$ cat src/pkg/i2c_master_pkg.sv
package i2c_master_pkg;
  localparam int BAUD_W = 8;
  localparam logic [7:0] BAUD_RESET = 8'h09;
  localparam logic [1:0] MODE_W = 2'h2;
  // port_mode_select codes, four-bit field
  localparam logic [3:0] MODE_MASTER = 4'h8;
  localparam logic [3:0] MODE_FW_MASTER = 4'hB;
  localparam int BIT_COUNT = 8;
  localparam logic [3:0] LAST_BIT = 4'h8;
  localparam logic [4:0] CTRL2_LOW_MASK = 5'h1F;
  // control_reg_two request bit positions
  localparam int START_BIT = 0;
  localparam int RESTART_BIT = 1;
  localparam logic [7:0] BAUD_ZERO = 8'h00;
endpackage

$ cat src/design/i2c_master_sequencer.sv
`timescale 1ns/1ps
// How it works
// software picks master mode, then enables port
// start/stop seen cleared on reset, disable
// pins open-drain; device only pulls low
// software takes bus on stop or idle
// firmware mode keeps only start/stop detection
// irq flag on start, stop, byte, ack, restart; a detected stop sets it only in firmware mode
// master mode irq when request self-clears
// no queuing; early buffer write collides
// control two low bits locked until start
// first byte is address plus direction bit
// released scl stalls baud until sampled high
// start waits one period, then sda low
// one more period, clear start request
// start collision on low lines aborts
// restart ignored while other event busy
// restart: scl low, release sda, release scl
// lines high one period, sda low period
// restart ends, irq after generator timeout
// restart collision on sda low or scl
// buffer write sets full, shifts bits
// after eighth fall clear full, store ack
// after ninth clock irq, hold scl low
// write while busy collides; software clears
// baud counts down, timeout at zero
module i2c_master_sequencer (
  input wire logic core_clk,
  input wire logic rst,
  input wire logic port_enable_bit,
  input wire logic [3:0] port_mode_select,
  input wire logic [7:0] baud_reload_reg,
  input wire logic [7:0] transfer_buffer,
  input wire logic buffer_write,
  input wire logic [4:0] ctrl2_write_data,
  input wire logic ctrl2_write,
  input wire logic irq_clear,
  input wire logic bus_collision_clear,
  input wire logic write_collision_clear,
  input wire logic scl_in,
  input wire logic sda_in,
  output logic scl_out,
  output logic scl_oe,
  output logic sda_out,
  output logic sda_oe,
  output logic [4:0] control_reg_two,
  output logic start_seen,
  output logic stop_seen,
  output logic buffer_full,
  output logic ack_status,
  output logic port_irq_flag,
  output logic write_collision_flag,
  output logic bus_collision_flag
);
  typedef enum logic [8:0] {
    ST_IDLE = 9'h001,
    ST_START_WAIT = 9'h002,
    ST_START_HOLD = 9'h004,
    ST_RS_LOW = 9'h008,
    ST_RS_SDA = 9'h010,
    ST_RS_HIGH = 9'h020,
    ST_RS_HOLD = 9'h040,
    ST_TX_LOW = 9'h080,
    ST_TX_HIGH = 9'h100
  } state_e;

  state_e state;
  state_e next_state;
  logic [2:0] scl_sync;
  logic [2:0] sda_sync;
  logic scl_s;
  logic sda_s;
  logic next_scl_s;
  logic next_sda_s;
  logic scl_prev;
  logic sda_prev;
  logic [7:0] shift_register;
  logic [7:0] next_shift;
  logic [3:0] bit_idx;
  logic [3:0] next_bit_idx;
  logic next_scl_low;
  logic next_sda_low;
  logic waiting_high;
  logic next_waiting_high;
  logic [4:0] next_ctrl2;
  logic next_start_seen;
  logic next_stop_seen;
  logic next_full;
  logic next_ack;
  logic next_irq;
  logic next_write_col;
  logic next_bcol;
  logic baud_load;
  logic baud_run;
  logic baud_tmo;
  logic master_on;
  logic fw_mode;

  baud_gen u_baud (
    .core_clk(core_clk),
    .rst(rst),
    .load(baud_load),
    .run(baud_run),
    .reload(baud_reload_reg),
    .timeout(baud_tmo)
  );

  // software picks the mode before enabling; block only acts once both agree
  assign master_on = port_enable_bit && (port_mode_select == i2c_master_pkg::MODE_MASTER);
  assign fw_mode = port_enable_bit && (port_mode_select == i2c_master_pkg::MODE_FW_MASTER);

  // pin filter: a change counts once the last two stages agree
  always_comb begin
    next_scl_s = scl_s;
    next_sda_s = sda_s;
    if (scl_sync[1] == scl_sync[2]) begin
      next_scl_s = scl_sync[2];
    end
    if (sda_sync[1] == sda_sync[2]) begin
      next_sda_s = sda_sync[2];
    end
  end

  always_ff @(posedge core_clk or posedge rst) begin
    if (rst) begin
      scl_sync <= 3'h7;
      sda_sync <= 3'h7;
      scl_s <= 1'b1;
      sda_s <= 1'b1;
      scl_prev <= 1'b1;
      sda_prev <= 1'b1;
    end else begin
      scl_sync <= {scl_sync[1:0], scl_in};
      sda_sync <= {sda_sync[1:0], sda_in};
      scl_s <= next_scl_s;
      sda_s <= next_sda_s;
      scl_prev <= scl_s;
      sda_prev <= sda_s;
    end
  end

  always_comb begin
    next_state = state;
    next_shift = shift_register;
    next_bit_idx = bit_idx;
    next_scl_low = scl_oe;
    next_sda_low = sda_oe;
    next_waiting_high = waiting_high;
    next_ctrl2 = control_reg_two;
    next_start_seen = start_seen;
    next_stop_seen = stop_seen;
    next_full = buffer_full;
    next_ack = ack_status;
    // clears go first so that an event set below in the same cycle wins
    next_irq = port_irq_flag && !irq_clear;
    next_write_col = write_collision_flag && !write_collision_clear;
    next_bcol = bus_collision_flag && !bus_collision_clear;
    baud_load = 1'b0;
    // released scl freezes the generator until it is seen high
    baud_run = (state != ST_IDLE) && !waiting_high;

    // start and stop detection on the bus lines
    if (scl_s && scl_prev && sda_prev && !sda_s) begin
      next_start_seen = 1'b1;
      next_stop_seen = 1'b0;
      if (fw_mode) begin
        next_irq = 1'b1;
      end
    end
    if (scl_s && scl_prev && !sda_prev && sda_s) begin
      next_stop_seen = 1'b1;
      next_start_seen = 1'b0;
      // in master mode this detection is masked from the irq
      if (fw_mode) begin
        next_irq = 1'b1;
      end
    end

    if (waiting_high && scl_s) begin
      next_waiting_high = 1'b0;
      baud_load = 1'b1;
    end

    // requests locked while a start is pending; no queuing
    if (ctrl2_write && master_on && state == ST_IDLE
        && !control_reg_two[i2c_master_pkg::START_BIT]) begin
      next_ctrl2 = ctrl2_write_data & i2c_master_pkg::CTRL2_LOW_MASK;
    end

    if (buffer_write && master_on) begin
      if (state != ST_IDLE || control_reg_two != 5'h00) begin
        next_write_col = 1'b1;
      end else begin
        // address byte carries the direction in bit 0, sent as given
        next_shift = transfer_buffer;
        next_full = 1'b1;
        next_bit_idx = 4'h0;
        next_scl_low = 1'b1;
        baud_load = 1'b1;
        next_state = ST_TX_LOW;
      end
    end

    unique case (state)
      ST_IDLE: begin
        if (master_on && control_reg_two[i2c_master_pkg::START_BIT]) begin
          if (scl_s && sda_s) begin
            baud_load = 1'b1;
            next_state = ST_START_WAIT;
          end else begin
            next_bcol = 1'b1;
            next_ctrl2[i2c_master_pkg::START_BIT] = 1'b0;
          end
        end else if (master_on && control_reg_two[i2c_master_pkg::RESTART_BIT]) begin
          next_scl_low = 1'b1;
          next_state = ST_RS_LOW;
        end
      end
      ST_START_WAIT: begin
        if (!scl_s) begin
          next_bcol = 1'b1;
          next_ctrl2[i2c_master_pkg::START_BIT] = 1'b0;
          next_state = ST_IDLE;
        end else if (baud_tmo && sda_s) begin
          next_sda_low = 1'b1;
          next_start_seen = 1'b1;
          baud_load = 1'b1;
          next_state = ST_START_HOLD;
        end
      end
      ST_START_HOLD: begin
        if (baud_tmo) begin
          next_ctrl2[i2c_master_pkg::START_BIT] = 1'b0;
          next_irq = 1'b1;
          next_state = ST_IDLE;
        end
      end
      ST_RS_LOW: begin
        if (!scl_s) begin
          next_sda_low = 1'b0;
          baud_load = 1'b1;
          next_state = ST_RS_SDA;
        end
      end
      ST_RS_SDA: begin
        if (baud_tmo && sda_s) begin
          next_scl_low = 1'b0;
          next_waiting_high = 1'b1;
          next_state = ST_RS_HIGH;
        end
      end
      ST_RS_HIGH: begin
        if (!waiting_high && !sda_s) begin
          next_bcol = 1'b1;
          next_ctrl2[i2c_master_pkg::RESTART_BIT] = 1'b0;
          next_state = ST_IDLE;
        end else if (baud_tmo && scl_s && sda_s) begin
          next_sda_low = 1'b1;
          next_state = ST_RS_HOLD;
        end
      end
      ST_RS_HOLD: begin
        if (!scl_s) begin
          next_bcol = 1'b1;
          next_ctrl2[i2c_master_pkg::RESTART_BIT] = 1'b0;
          next_state = ST_IDLE;
        end else if (baud_tmo) begin
          next_scl_low = 1'b1;
          next_ctrl2[i2c_master_pkg::RESTART_BIT] = 1'b0;
          next_irq = 1'b1;
          next_state = ST_IDLE;
        end
      end
      ST_TX_LOW: begin
        if (bit_idx < i2c_master_pkg::LAST_BIT) begin
          next_sda_low = !shift_register[7];
        end else begin
          next_sda_low = 1'b0;
          next_full = 1'b0;
        end
        if (baud_tmo) begin
          next_scl_low = 1'b0;
          next_waiting_high = 1'b1;
          next_state = ST_TX_HIGH;
        end
      end
      ST_TX_HIGH: begin
        if (baud_tmo) begin
          next_scl_low = 1'b1;
          if (bit_idx == i2c_master_pkg::LAST_BIT) begin
            next_ack = sda_s;
            next_irq = 1'b1;
            next_state = ST_IDLE;
          end else begin
            next_shift = {shift_register[6:0], 1'b0};
            next_bit_idx = bit_idx + 4'h1;
            baud_load = 1'b1;
            next_state = ST_TX_LOW;
          end
        end
      end
      default: begin
        next_state = ST_IDLE;
      end
    endcase

    if (!port_enable_bit) begin
      next_start_seen = 1'b0;
      next_stop_seen = 1'b0;
      next_state = ST_IDLE;
      next_scl_low = 1'b0;
      next_sda_low = 1'b0;
      next_waiting_high = 1'b0;
      next_ctrl2 = 5'h00;
      next_full = 1'b0;
    end
  end

  always_ff @(posedge core_clk or posedge rst) begin
    if (rst) begin
      state <= ST_IDLE;
      shift_register <= 8'h00;
      bit_idx <= 4'h0;
      waiting_high <= 1'b0;
      control_reg_two <= 5'h00;
      start_seen <= 1'b0;
      stop_seen <= 1'b0;
      buffer_full <= 1'b0;
      ack_status <= 1'b0;
      port_irq_flag <= 1'b0;
      write_collision_flag <= 1'b0;
      bus_collision_flag <= 1'b0;
    end else begin
      state <= next_state;
      shift_register <= next_shift;
      bit_idx <= next_bit_idx;
      waiting_high <= next_waiting_high;
      control_reg_two <= next_ctrl2;
      start_seen <= next_start_seen;
      stop_seen <= next_stop_seen;
      buffer_full <= next_full;
      ack_status <= next_ack;
      port_irq_flag <= next_irq;
      write_collision_flag <= next_write_col;
      bus_collision_flag <= next_bcol;
    end
  end

  // open drain: only ever pull low, enable is the drive flag itself
  always_ff @(posedge core_clk or posedge rst) begin
    if (rst) begin
      scl_out <= 1'b0;
      scl_oe <= 1'b0;
      sda_out <= 1'b0;
      sda_oe <= 1'b0;
    end else begin
      scl_out <= 1'b0;
      scl_oe <= next_scl_low;
      sda_out <= 1'b0;
      sda_oe <= next_sda_low;
    end
  end
endmodule

$ cat src/design/baud_gen.sv
`timescale 1ns/1ps
// down counter: load restarts it, timeout pulses when it reaches zero while running
module baud_gen (
  input wire logic core_clk,
  input wire logic rst,
  input wire logic load,
  input wire logic run,
  input wire logic [7:0] reload,
  output logic timeout
);
  logic [7:0] count;
  logic [7:0] next_count;
  logic next_timeout;

  always_comb begin
    next_count = count;
    next_timeout = 1'b0;
    if (load) begin
      next_count = reload;
    end else if (run) begin
      if (count == i2c_master_pkg::BAUD_ZERO) begin
        next_timeout = 1'b1;
        next_count = reload;
      end else begin
        next_count = count - 8'h01;
      end
    end
  end

  always_ff @(posedge core_clk or posedge rst) begin
    if (rst) begin
      count <= 8'h00;
      timeout <= 1'b0;
    end else begin
      count <= next_count;
      timeout <= next_timeout;
    end
  end
endmodule

$ cat config.mk
export PLATFORM = sky130hd
export DESIGN_NAME = i2c_master_sequencer
export DESIGN_NICKNAME = d
export VERILOG_FILES = /design/src/pkg/i2c_master_pkg.sv /design/src/design/i2c_master_sequencer.sv /design/src/design/baud_gen.sv
export SDC_FILE = /design/constraint.sdc
export NUM_CORES = 1
export LEC_CHECK = 0
export ABC_AREA = 1
export BUFFER_PORTS_ARGS = -buffer_cell sky130_fd_sc_hd__buf_2
export CAP_MARGIN = 25
export CORE_MARGIN = 2
export CORE_UTILIZATION = 57
export DETAILED_ROUTE_END_ITERATION = 6
export GPL_TIMING_DRIVEN = 0
export PLACE_DENSITY_LB_ADDON = 0.25
export SETUP_SLACK_MARGIN = 0.15
export SYNTH_ARGS = -nofsm -noshare
export SYNTH_HDL_FRONTEND = slang
export SYNTH_SLANG_ARGS = --single-unit
$ cat constraint.sdc
create_clock -name core_clk -period 2.4 [get_ports core_clk]
set_input_delay 0.24 -clock core_clk [delete_from_list [all_inputs] [get_ports core_clk]]
set_output_delay 0.24 -clock core_clk [all_outputs]
set_load 0.05 [all_outputs]
==> results of run 1 <==
placed cells by master, fill, tap and decap left out, types with 2 or more instances in the layout:
master | netlist | final
nand2_1 | 111 | 111
inv_1 | 69 | 68
nor2_1 | 51 | 51
buf_2 | 3 | 50
nand3_1 | 50 | 50
dfrtp_1 | 44 | 44
o21ai_0 | 29 | 29
a21oi_1 | 14 | 14
dfstp_2 | 11 | 11
nor3_1 | 9 | 9
o21ai_1 | 8 | 8
nand4_1 | 8 | 8
inv_2 | 5 | 6
o211ai_1 | 6 | 6
nand2_2 | 5 | 5
clkbuf_8 | 0 | 5
nor2_2 | 4 | 4
nand3_2 | 4 | 4
nand3b_1 | 4 | 4
ha_1 | 4 | 4
buf_6 | 3 | 3
o22ai_1 | 3 | 3
dlygate4sd3_1 | 0 | 3
clkbuf_1 | 2 | 2
maj3_1 | 2 | 2
nor2_8 | 2 | 2
nor3_2 | 2 | 2
nand2_8 | 2 | 2
xor2_1 | 2 | 2
buf_4 | 2 | 2
conb_1 | 1 | 2
synthesized netlist by cell type (2+ instances only):
cell type  count
a21oi_1       14
buf_2          3
buf_4          2
buf_6          3
clkbuf_1       2
dfrtp_1       44
dfstp_2       11
ha_1           4
inv_1         69
inv_2          5
maj3_1         2
nand2_1      111
nand2_2        5
nand2_8        2
nand3_1       50
nand3_2        4
nand3b_1       4
nand4_1        8
nor2_1        51
nor2_2         4
nor2_8         2
nor3_1         9
nor3_2         2
o211ai_1       6
o21ai_0       29
o21ai_1        8
o22ai_1        3
xor2_1         2
cell families after synthesis:
| family | synth area share [%] |
|---|---|
| AND/OR/NAND/NOR | 35.7 |
| buffers and inverters | 10.3 |
| AO/OA/AOI/OAI | 11.2 |
| flip-flops | 39.9 |
| adder cells (fa/ha/maj) | 2.01 |
| XOR/XNOR | 0.754 |
| other | 0.108 |
sequential cells by signal, indices dropped and copies added, names as in the netlist, 3 cells and up:
register and cells:
bit_idx 4, shift_register 8, scl_sync 3, sda_sync 3, state 9, control_reg_two 5
u_baud.count 8
per-stage QoR:
stage | std cells | hold WS, ps | util, %
floorplan | 476 | 244 | -
global placement | 598 | 345 | 64.5
detailed placement | 599 | 307 | 64.8
CTS | 609 | 2.54 | 66.9
global route | 610 | 100 | 67.1
finish | 610 | 95.8 | 67.1
metal layers:
metal  part of all wire (%)  wire [microns]  vias to the layer above
li1                       -               -                     1650
met1                     43            3870                     1507
met2                     48            4320                      137
met3                    6.1             556                       28
met4                    3.2             291                        0
met5                      0               0                        -
how the worst min path moves through the flow:
stage                     slack (ps)                        endpoint             startpoint  depth (start not counted)
after floorplan                  240           scl_sync[0]$_DFF_PP1_                 scl_in                          0
after global placement           350           scl_sync[0]$_DFF_PP1_                 scl_in                          1
after detailed placement         310     u_baud.count[4]$_DFFE_PP0P_                    rst                          2
after CTS                          3           sda_sync[0]$_DFF_PP1_                 sda_in                          1
after global routing             100  write_collision_flag$_DFF_PP0_  write_collision_clear                          2
final                            100  write_collision_flag$_DFF_PP0_  write_collision_clear                          2
what timing repair did:
| action | in CTS | in global routing |
|---|---|---|
| hold endpoints to repair | 22 | 1 |
| hold buffers | 2 | 1 |
| gates resized for setup | 0 | 0 |
| setup buffers | 0 | 0 |
power by group through the flow:
stage,registers (mW),logic (mW),clock network [mW]
2_1_floorplan,1.18,0.735,0
3_3_place_gp,1.19,0.896,0
3_5_place_dp,1.20,0.932,0
4_1_cts,1.18,0.939,0.585
5_1_grt,1.21,1.09,0.619
6_report,1.18,0.944,0.564
cell type report:
cell class / instances / area [sq um] / area share [%]
clock buffers: 5 / 68.8 / 1.73
plain buffers: 10 / 71.3 / 1.80
well taps: 75 / 93.8 / 2.36
inverters: 75 / 289 / 7.28
clock inverters: 3 / 33.8 / 0.851
repair buffers: 51 / 285 / 7.19
multi-input cells: 336 / 1740 / 43.8
flip-flops and latches: 55 / 1390 / 35.0
==> results.sh, run 1 <==
export IMPL_slew_violations=0
export IMPL_grt_pass1_wl_mm=14.9
export IMPL_finalSetupTns_ps=0
export IMPL_yosysSeqAreaShare_pct=39.9
export IMPL_setup_viol=0
export IMPL_use_met1_pct=37.4
export IMPL_diodes=0
export IMPL_rows=28
export IMPL_max_freq_mhz=482
export IMPL_dieArea_sq_mm=0.00675
export IMPL_io_pins=51
export IMPL_layout_setup_ws_ps=326
export IMPL_worstMarginPinSlew_ps=515
export IMPL_grt_overflow=0
export IMPL_htreeDepth=2
export IMPL_slowest_delay_ps=630
export IMPL_critical_path_depth=11
export IMPL_ys_warn_count=0
export IMPL_rsz0062_at_grt="false"
export IMPL_clockRootBuffer="clkbuf_8"
export IMPL_synth_area_sq_mm=0.00348
export IMPL_clkSinkCount=55
export IMPL_relSlewSlack_pct=65.6
export IMPL_wl_per_cell_microns=14.8
export IMPL_pwr_share_comb_pct=35.1
export IMPL_firstDrtPassIters=5
export IMPL_synth_edf_count=0
export IMPL_drc=0
export IMPL_async_flop_share_pct=100
export IMPL_final_nets=573
export IMPL_synth_distinct_cells=44
export IMPL_status="completed"
export IMPL_grt_met3_usage_pct=5.11
export IMPL_netlist_top_cells_area="dfrtp_1 32%, nand2_1 12%, dfstp_2 8.3%"
export IMPL_stdcell_area_sq_mm=0.00397
export IMPL_peakVddDrop_mv=0.453
export IMPL_power_internal_mw=1.66
export IMPL_vias=3322
export IMPL_yosysTopAreaCell="dfrtp_1"
export IMPL_reg2reg_setup_slack_ps=330
export IMPL_critPathKind="flop to flop"
export IMPL_hold_viol=0
export IMPL_die_x_microns=82.2
export IMPL_slowest_stage="dfstp_2"
export IMPL_synth_cells=475
export IMPL_rr_worst_depth=11
export IMPL_grt_max_degree=35
export IMPL_arrival_ps=2290
export IMPL_path_buf_inv=1
export IMPL_cp_max_fo=7
export IMPL_rr_startpoint="state[0]$_DFF_PP1_"
export IMPL_startpoint="state[0]$_DFF_PP1_"
export IMPL_power_mw=2.69
export IMPL_cts_buffers=5
export IMPL_cts_tree="done"
export IMPL_sw_frac_of_total_pct=38.1
export IMPL_crit_family="simple AND/OR/NAND/NOR gates"
export IMPL_clk_latency_ps=320
export IMPL_leakage_nw=2.18
export IMPL_dpl_cell_area_sq_mm=0.00384
export IMPL_place_ws_ps=406
export IMPL_seq_power_share_pct=43.9
export IMPL_drive_gt1_share_pct=20.0
export IMPL_crit_top_cell="nor2_1"
export IMPL_hp_class="input port to flop"
export IMPL_dr_first_iter_drc_count=250
export IMPL_place_congestion=0.977
export IMPL_r2r_end="state[1]$_DFF_PP0_"
export IMPL_met2_usage_pct=48.1
export IMPL_critPathLaunchType="flop"
export IMPL_synth_top_area_share_pct=31.6
export IMPL_pwr_density_cell_mw_per_mm2=678
export IMPL_crit_path_end="state[1]$_DFF_PP0_"
export IMPL_core_area_sq_mm=0.00592
export IMPL_min_period_ps=2070
export IMPL_clockPowerShare_pct=21.0
export IMPL_initial_core_util_pct=58.9
export IMPL_nFillCells=515
export IMPL_die_height_microns=82.2
export IMPL_cts_buffer_depth=2
export IMPL_busiest_layer="met2"
export IMPL_synthToLayoutAreaGrowth_pct=13.9
export IMPL_finClkSkew_ps=10.7
export IMPL_ys_seq_elements=55
export IMPL_portBuffers=47
export IMPL_grt_pass1_vias=3196
export IMPL_wirelength_mm=9.04
export IMPL_cap_violations=0
export IMPL_switchingPower_mw=1.03
export IMPL_period_share_pct=86.4
export IMPL_antenna_found_initial=0
export IMPL_clk_pin_slew_ps=110
export IMPL_grtUsageTotal_pct=29.1
export IMPL_crit_path_end_kind="flop"
export IMPL_ant_nets=0
export IMPL_path_cells="nor2_1, nand2_2, nor2_1, nand2_1, inv_1, nand2_1, nand3_1, nor2_1, nand2_1, nor2_1, nor2_1"
export IMPL_ys_flop_type="dfrtp_1"
export IMPL_synth_avg_cell_area_sq_um=7.34
export IMPL_hpwl_mm=6.93
export IMPL_via_per_inst=5.45
export IMPL_crit_required_ps=2610
(Power assumes the default switching activity.)
==> run 2, diff against run 1 <==
--- a/config.mk
+++ b/config.mk
@@ -8,8 +8,8 @@
 export ABC_AREA = 1
 export BUFFER_PORTS_ARGS = -buffer_cell sky130_fd_sc_hd__buf_2
 export CAP_MARGIN = 25
-export CORE_MARGIN = 2
-export CORE_UTILIZATION = 57
+export CORE_MARGIN = 1.5
+export CORE_UTILIZATION = 55
 export DETAILED_ROUTE_END_ITERATION = 6
 export GPL_TIMING_DRIVEN = 0
 export PLACE_DENSITY_LB_ADDON = 0.25
==> results.sh, run 2 (synthesis results as in run 1) <==
export IMPL_clk_pin_slew_ps=100
export IMPL_htreeDepth=2
export IMPL_post_route_util_pct=65.6
export IMPL_grt_max_degree=42
export IMPL_via_per_inst=5.50
export IMPL_regMostFlops="state"
export IMPL_crit_required_ps=2650
export IMPL_holdBufCountCts=2
export IMPL_clockPowerShare_pct=20.9
export IMPL_max_freq_mhz=488
export IMPL_postCtsSetupBuffers=0
export IMPL_layout_common_cells="111 x nand2_1, 68 x inv_1, 51 x nor2_1"
export IMPL_ant_nets=0
export IMPL_wl_met1_mm=3.90
export IMPL_slew_violations=0
export IMPL_wl_met3_microns=386
export IMPL_startpoint="state[0]$_DFF_PP1_"
export IMPL_arrival_ps=2300
export IMPL_status="completed"
export IMPL_power_internal_mw=1.66
export IMPL_leakage_nw=2.18
export IMPL_drc=0
export IMPL_wirelength_mm=9.09
export IMPL_rsz0062_at_grt="false"
export IMPL_rr_worst_depth=10
export IMPL_grtUsageTotal_pct=29.3
export IMPL_place_inst=599
export IMPL_setup_viol=0
export IMPL_die_x_microns=82.6
export IMPL_portBuffers=47
export IMPL_sw_frac_of_total_pct=38.3
export IMPL_antenna_found_initial=0
export IMPL_die_height_microns=82.6
export IMPL_crit_path_end_kind="flop"
export IMPL_firstDrtPassIters=5
export IMPL_hp_class="input port to flop"
export IMPL_slowest_stage="dfstp_2"
export IMPL_r2r_end="u_baud.count[3]$_DFFE_PP0P_"
export IMPL_path_cells="nand3_1, nor2_1, nand3_2, nand2_1, nor2_4, nand2_8, inv_8, nand2_8, nand2_1, nand2_1"
export IMPL_crit_top_cell="nand2_1"
export IMPL_grt_pass1_wl_mm=15.1
export IMPL_cap_violations=0
export IMPL_cts_tree="done"
export IMPL_drive_gt1_share_pct=20.0
export IMPL_wl_per_cell_microns=14.9
export IMPL_peakVddDrop_mv=0.559
export IMPL_pwr_share_comb_pct=35.3
export IMPL_cp_max_fo=10
export IMPL_pwr_density_cell_mw_per_mm2=682
export IMPL_slowest_delay_ps=620
export IMPL_diodes=0
export IMPL_grt_pass1_vias=3291
export IMPL_io_pins=51
export IMPL_top_regs="state: 9 flops, shift_register: 8 flops, u_baud.count: 8 flops"
export IMPL_largest_register_ffs=9
export IMPL_clockRootBuffer="clkbuf_8"
export IMPL_cts_resized=0
export IMPL_finClkSkew_ps=21.8
export IMPL_place_congestion=0.951
export IMPL_rows=28
export IMPL_layout_commonest_cell="nand2_1"
export IMPL_finalSetupTns_ps=0
export IMPL_switchingPower_mw=1.03
export IMPL_cts_buffers=5
export IMPL_dieArea_sq_mm=0.00682
export IMPL_final_nets=572
export IMPL_rr_startpoint="state[0]$_DFF_PP1_"
export IMPL_dpl_cell_area_sq_mm=0.00384
export IMPL_dr_first_iter_drc_count=256
export IMPL_stdcell_area_sq_mm=0.00396
export IMPL_core_area_sq_mm=0.00603
export IMPL_critPathKind="flop to flop"
export IMPL_vias=3352
export IMPL_hpwl_mm=7.09
export IMPL_reg2reg_setup_slack_ps=350
export IMPL_period_share_pct=85.4
export IMPL_hold_viol=0
export IMPL_initial_core_util_pct=57.8
export IMPL_synthToLayoutAreaGrowth_pct=13.5
export IMPL_clkSinkCount=55
export IMPL_power_mw=2.70
export IMPL_cts_buffer_depth=2
export IMPL_wl_met2_mm=4.60
export IMPL_clk_latency_ps=320
export IMPL_critPathLaunchType="flop"
export IMPL_fin_cells=609
export IMPL_grt_overflow=0
export IMPL_min_period_ps=2050
export IMPL_dr_max_layer_used="met4"
export IMPL_crit_path_end="u_baud.count[3]$_DFFE_PP0P_"
export IMPL_seq_power_share_pct=43.8
run 2: cell count changes in the layout (fill, tap and decap cells not counted), sizes merged:
cell | before | now
clkinv | 2 | 0
dlygate4sd3 | 3 | 2
inv | 76 | 78
run 2: through the flow:
step	setup WS, ps	hold WS (ps)
global placement	196	346
detailed placement	361	215
global route	227	1.82
floorplan	490	244
CTS	337	11.2
finish	350	21.9
run 2: worst min-delay path by stage:
stage,from,endpoint,slack (ps),cells past startpoint
floorplan,scl_in,scl_sync[0]$_DFF_PP1_,240,0
global placement,sda_sync[0]$_DFF_PP1_,sda_sync[1]$_DFF_PP1_,350,0
detailed placement,rst,shift_register[2]$_DFF_PP0_,220,2
CTS,sda_in,sda_sync[0]$_DFF_PP1_,10,1
global route,sda_in,sda_sync[0]$_DFF_PP1_,2,1
finish,sda_in,sda_sync[0]$_DFF_PP1_,20,1
run 2: final cells by class:
cell class,count,area [sq um]
Fill cell,563,2070
Multi-Input combinational cell,336,1740
Sequential cell,55,1390
Inverter,75,289
Timing Repair Buffer,50,275
Tap cell,75,93.8
Buffer,10,71.3
Clock buffer,5,68.8
Clock inverter,3,28.8
run 2: metal layers:
layer  up-vias  track usage, %
li1       1654               -
met3        17            4.29
met5         -               0
met2        93            52.6
met1      1588            36.2
met4         0            8.67
run 2: worst max-delay path, delay by kind of cell, from the launching register on:
family / cells / cell delay, ps
AND/OR/NAND/NOR: 9 / 1300
flip-flops: 1 / 620
buffers and inverters: 1 / 60
run 2: power groups by stage:
stage | Sequential, mW | Combinational (mW) | Clock, mW
detailed placement | 1.20 | 0.945 | 0
finish | 1.18 | 0.952 | 0.564
CTS | 1.18 | 0.952 | 0.581
global placement | 1.19 | 0.891 | 0
global route | 1.20 | 1.12 | 0.608
floorplan | 1.18 | 0.735 | 0
==> run 3, diff against run 2 <==
--- a/config.mk
+++ b/config.mk
@@ -8,11 +8,11 @@
 export ABC_AREA = 1
 export BUFFER_PORTS_ARGS = -buffer_cell sky130_fd_sc_hd__buf_2
 export CAP_MARGIN = 25
-export CORE_MARGIN = 1.5
+export CORE_MARGIN = 2
 export CORE_UTILIZATION = 55
 export DETAILED_ROUTE_END_ITERATION = 6
 export GPL_TIMING_DRIVEN = 0
-export PLACE_DENSITY_LB_ADDON = 0.25
+export PLACE_DENSITY_LB_ADDON = 0.2
 export SETUP_SLACK_MARGIN = 0.15
 export SYNTH_ARGS = -nofsm -noshare
 export SYNTH_HDL_FRONTEND = slang
==> results.sh, run 3 (synthesis results as in run 1) <==
export IMPL_layout_commonest_cell="nand2_1"
export IMPL_initial_core_util_pct=57.8
export IMPL_via_per_inst=5.49
export IMPL_holdPathEnd="write_collision_flag$_DFF_PP0_"
export IMPL_cts_buffer_depth=2
export IMPL_diodes=0
export IMPL_peakVddDrop_mv=0.696
export IMPL_wirelength_mm=8.96
export IMPL_holdBufCountCts=1
export IMPL_dieArea_sq_mm=0.00699
export IMPL_regMostFlops="state"
export IMPL_rr_startpoint="state[8]$_DFF_PP0_"
export IMPL_hold_viol=0
export IMPL_place_congestion=0.974
export IMPL_grt_overflow=0
export IMPL_wl_met3_microns=410
export IMPL_min_period_ps=2040
export IMPL_worstMarginPinSlew_ps=511
export IMPL_grt_pass1_wl_mm=15.1
export IMPL_place_ws_ps=410
export IMPL_status="completed"
export IMPL_finalSetupTns_ps=0
export IMPL_cts_tree="done"
export IMPL_top_regs="state: 9 flops, shift_register: 8 flops, u_baud.count: 8 flops"
export IMPL_critPathLaunchType="flop"
export IMPL_cp_max_fo=10
export IMPL_cts_buffers=5
export IMPL_pwr_density_cell_mw_per_mm2=670
export IMPL_grtUsageTotal_pct=26.7
export IMPL_dpl_cell_area_sq_mm=0.00384
export IMPL_postCtsSetupBuffers=0
export IMPL_clockRootBuffer="clkbuf_8"
export IMPL_holdPathStages=2
export IMPL_period_share_pct=84.9
export IMPL_crit_path_end_kind="flop"
export IMPL_wl_per_cell_microns=14.7
export IMPL_wl_met2_mm=4.52
export IMPL_relSlewSlack_pct=65.9
export IMPL_leakage_nw=2.18
export IMPL_firstDrtPassIters=5
export IMPL_stdcell_area_sq_mm=0.00396
export IMPL_vias=3347
export IMPL_hp_start="write_collision_clear"
export IMPL_rr_worst_depth=12
export IMPL_max_freq_mhz=491
export IMPL_drive_gt1_share_pct=20.0
export IMPL_grt_max_degree=35
export IMPL_io_pins=51
export IMPL_core_area_sq_mm=0.00603
export IMPL_clk_latency_ps=320
export IMPL_critPathKind="flop to flop"
export IMPL_grt_pass1_vias=3151
export IMPL_finClkSkew_ps=17.9
export IMPL_fin_cells=610
export IMPL_portBuffers=47
export IMPL_slew_violations=0
export IMPL_ant_nets=0
export IMPL_clkSinkCount=55
export IMPL_layout_setup_ws_ps=362
export IMPL_place_inst=599
export IMPL_rows=28
export IMPL_htreeDepth=2
export IMPL_cap_violations=0
export IMPL_synthToLayoutAreaGrowth_pct=13.6
export IMPL_reg2reg_setup_slack_ps=360
export IMPL_cts_resized=0
export IMPL_dr_first_iter_drc_count=167
export IMPL_antenna_found_initial=0
export IMPL_layout_common_cells="111 x nand2_1, 68 x inv_1, 51 x nor2_1"
export IMPL_drc=0
export IMPL_clk_pin_slew_ps=110
export IMPL_setup_viol=0
export IMPL_final_nets=573
export IMPL_wl_met1_mm=3.91
export IMPL_hp_class="input port to flop"
export IMPL_r2r_end="u_baud.count[1]$_DFFE_PP0P_"
export IMPL_dr_max_layer_used="met4"
export IMPL_rsz0062_at_grt="false"
export IMPL_crit_required_ps=2650
export IMPL_die_height_microns=83.6
export IMPL_die_x_microns=83.6
export IMPL_largest_register_ffs=9
export IMPL_arrival_ps=2290
export IMPL_hpwl_mm=6.97
==> run 3: cell types whose count changed in the layout (fill, tap and decap cells not counted), sizes merged <==
cell         change
dlygate4sd3      +1
clkinv           +2
inv              -2
==> run 3: power by group <==
| group | internal (mW) | leakage (nW) | switching, mW |
|---|---|---|---|
| clock | 0.210 | 0.0485 | 0.323 |
| combinational | 0.372 | 1.45 | 0.568 |
| sequential | 1.07 | 0.683 | 0.108 |
| total | 1.65 | 2.18 | 0.999 |
==> run 3: worst max path at each step <==
stage | start | endpoint | depth (start not counted)
3_3_place_gp | rst | state[4]$_DFF_PP0_ | 2
2_1_floorplan | control_reg_two[0]$_DFF_PP0_ | u_baud.count[0]$_DFFE_PP0P_ | 11
3_5_place_dp | state[8]$_DFF_PP0_ | u_baud.count[6]$_DFFE_PP0P_ | 12
6_report | state[8]$_DFF_PP0_ | u_baud.count[1]$_DFFE_PP0P_ | 12
4_1_cts | state[8]$_DFF_PP0_ | u_baud.count[0]$_DFFE_PP0P_ | 12
5_1_grt | state[1]$_DFF_PP0_ | state[1]$_DFF_PP0_ | 9
==> run 3: critical path, stage by stage, from the launching register on <==
cell and delay (ps):
dfrtp_1 390, buf_6 150, inv_2 100, nand3_1 80, nor2_1 290, nand3_2 290, nand2_1 190, nor2_4 90
nand2_8 130, inv_8 60, nand2_8 80, nand2_1 60, nand2_1 50
==> run 3: final cells by class <==
class / instances / area (sq um)
timing repair buffer: 51 / 285
inverter: 75 / 289
multi-input combinational: 336 / 1740
clock inverter: 3 / 22.5
fill: 556 / 2070
tap: 75 / 93.8
clock buffer: 5 / 68.8
buffer: 10 / 71.3
sequential: 55 / 1390
==> run 3: metrics by stage <==
step	total power, mW	util (%)	hold WS, ps
after global placement	2.09	63.4	346
after floorplan	1.91	-	244
after CTS	2.66	65.4	4.55
after global routing	2.87	65.7	77.8
after detailed placement	2.12	63.7	306
final	2.65	65.7	84.5
==> run 3: metal layers <==
metal / up-vias / track usage [%]
met2: 100 / 46.3
met1: 1582 / 34.6
li1: 1655 / -
met4: 0 / 7.33
met3: 10 / 4.15
met5: - / 0
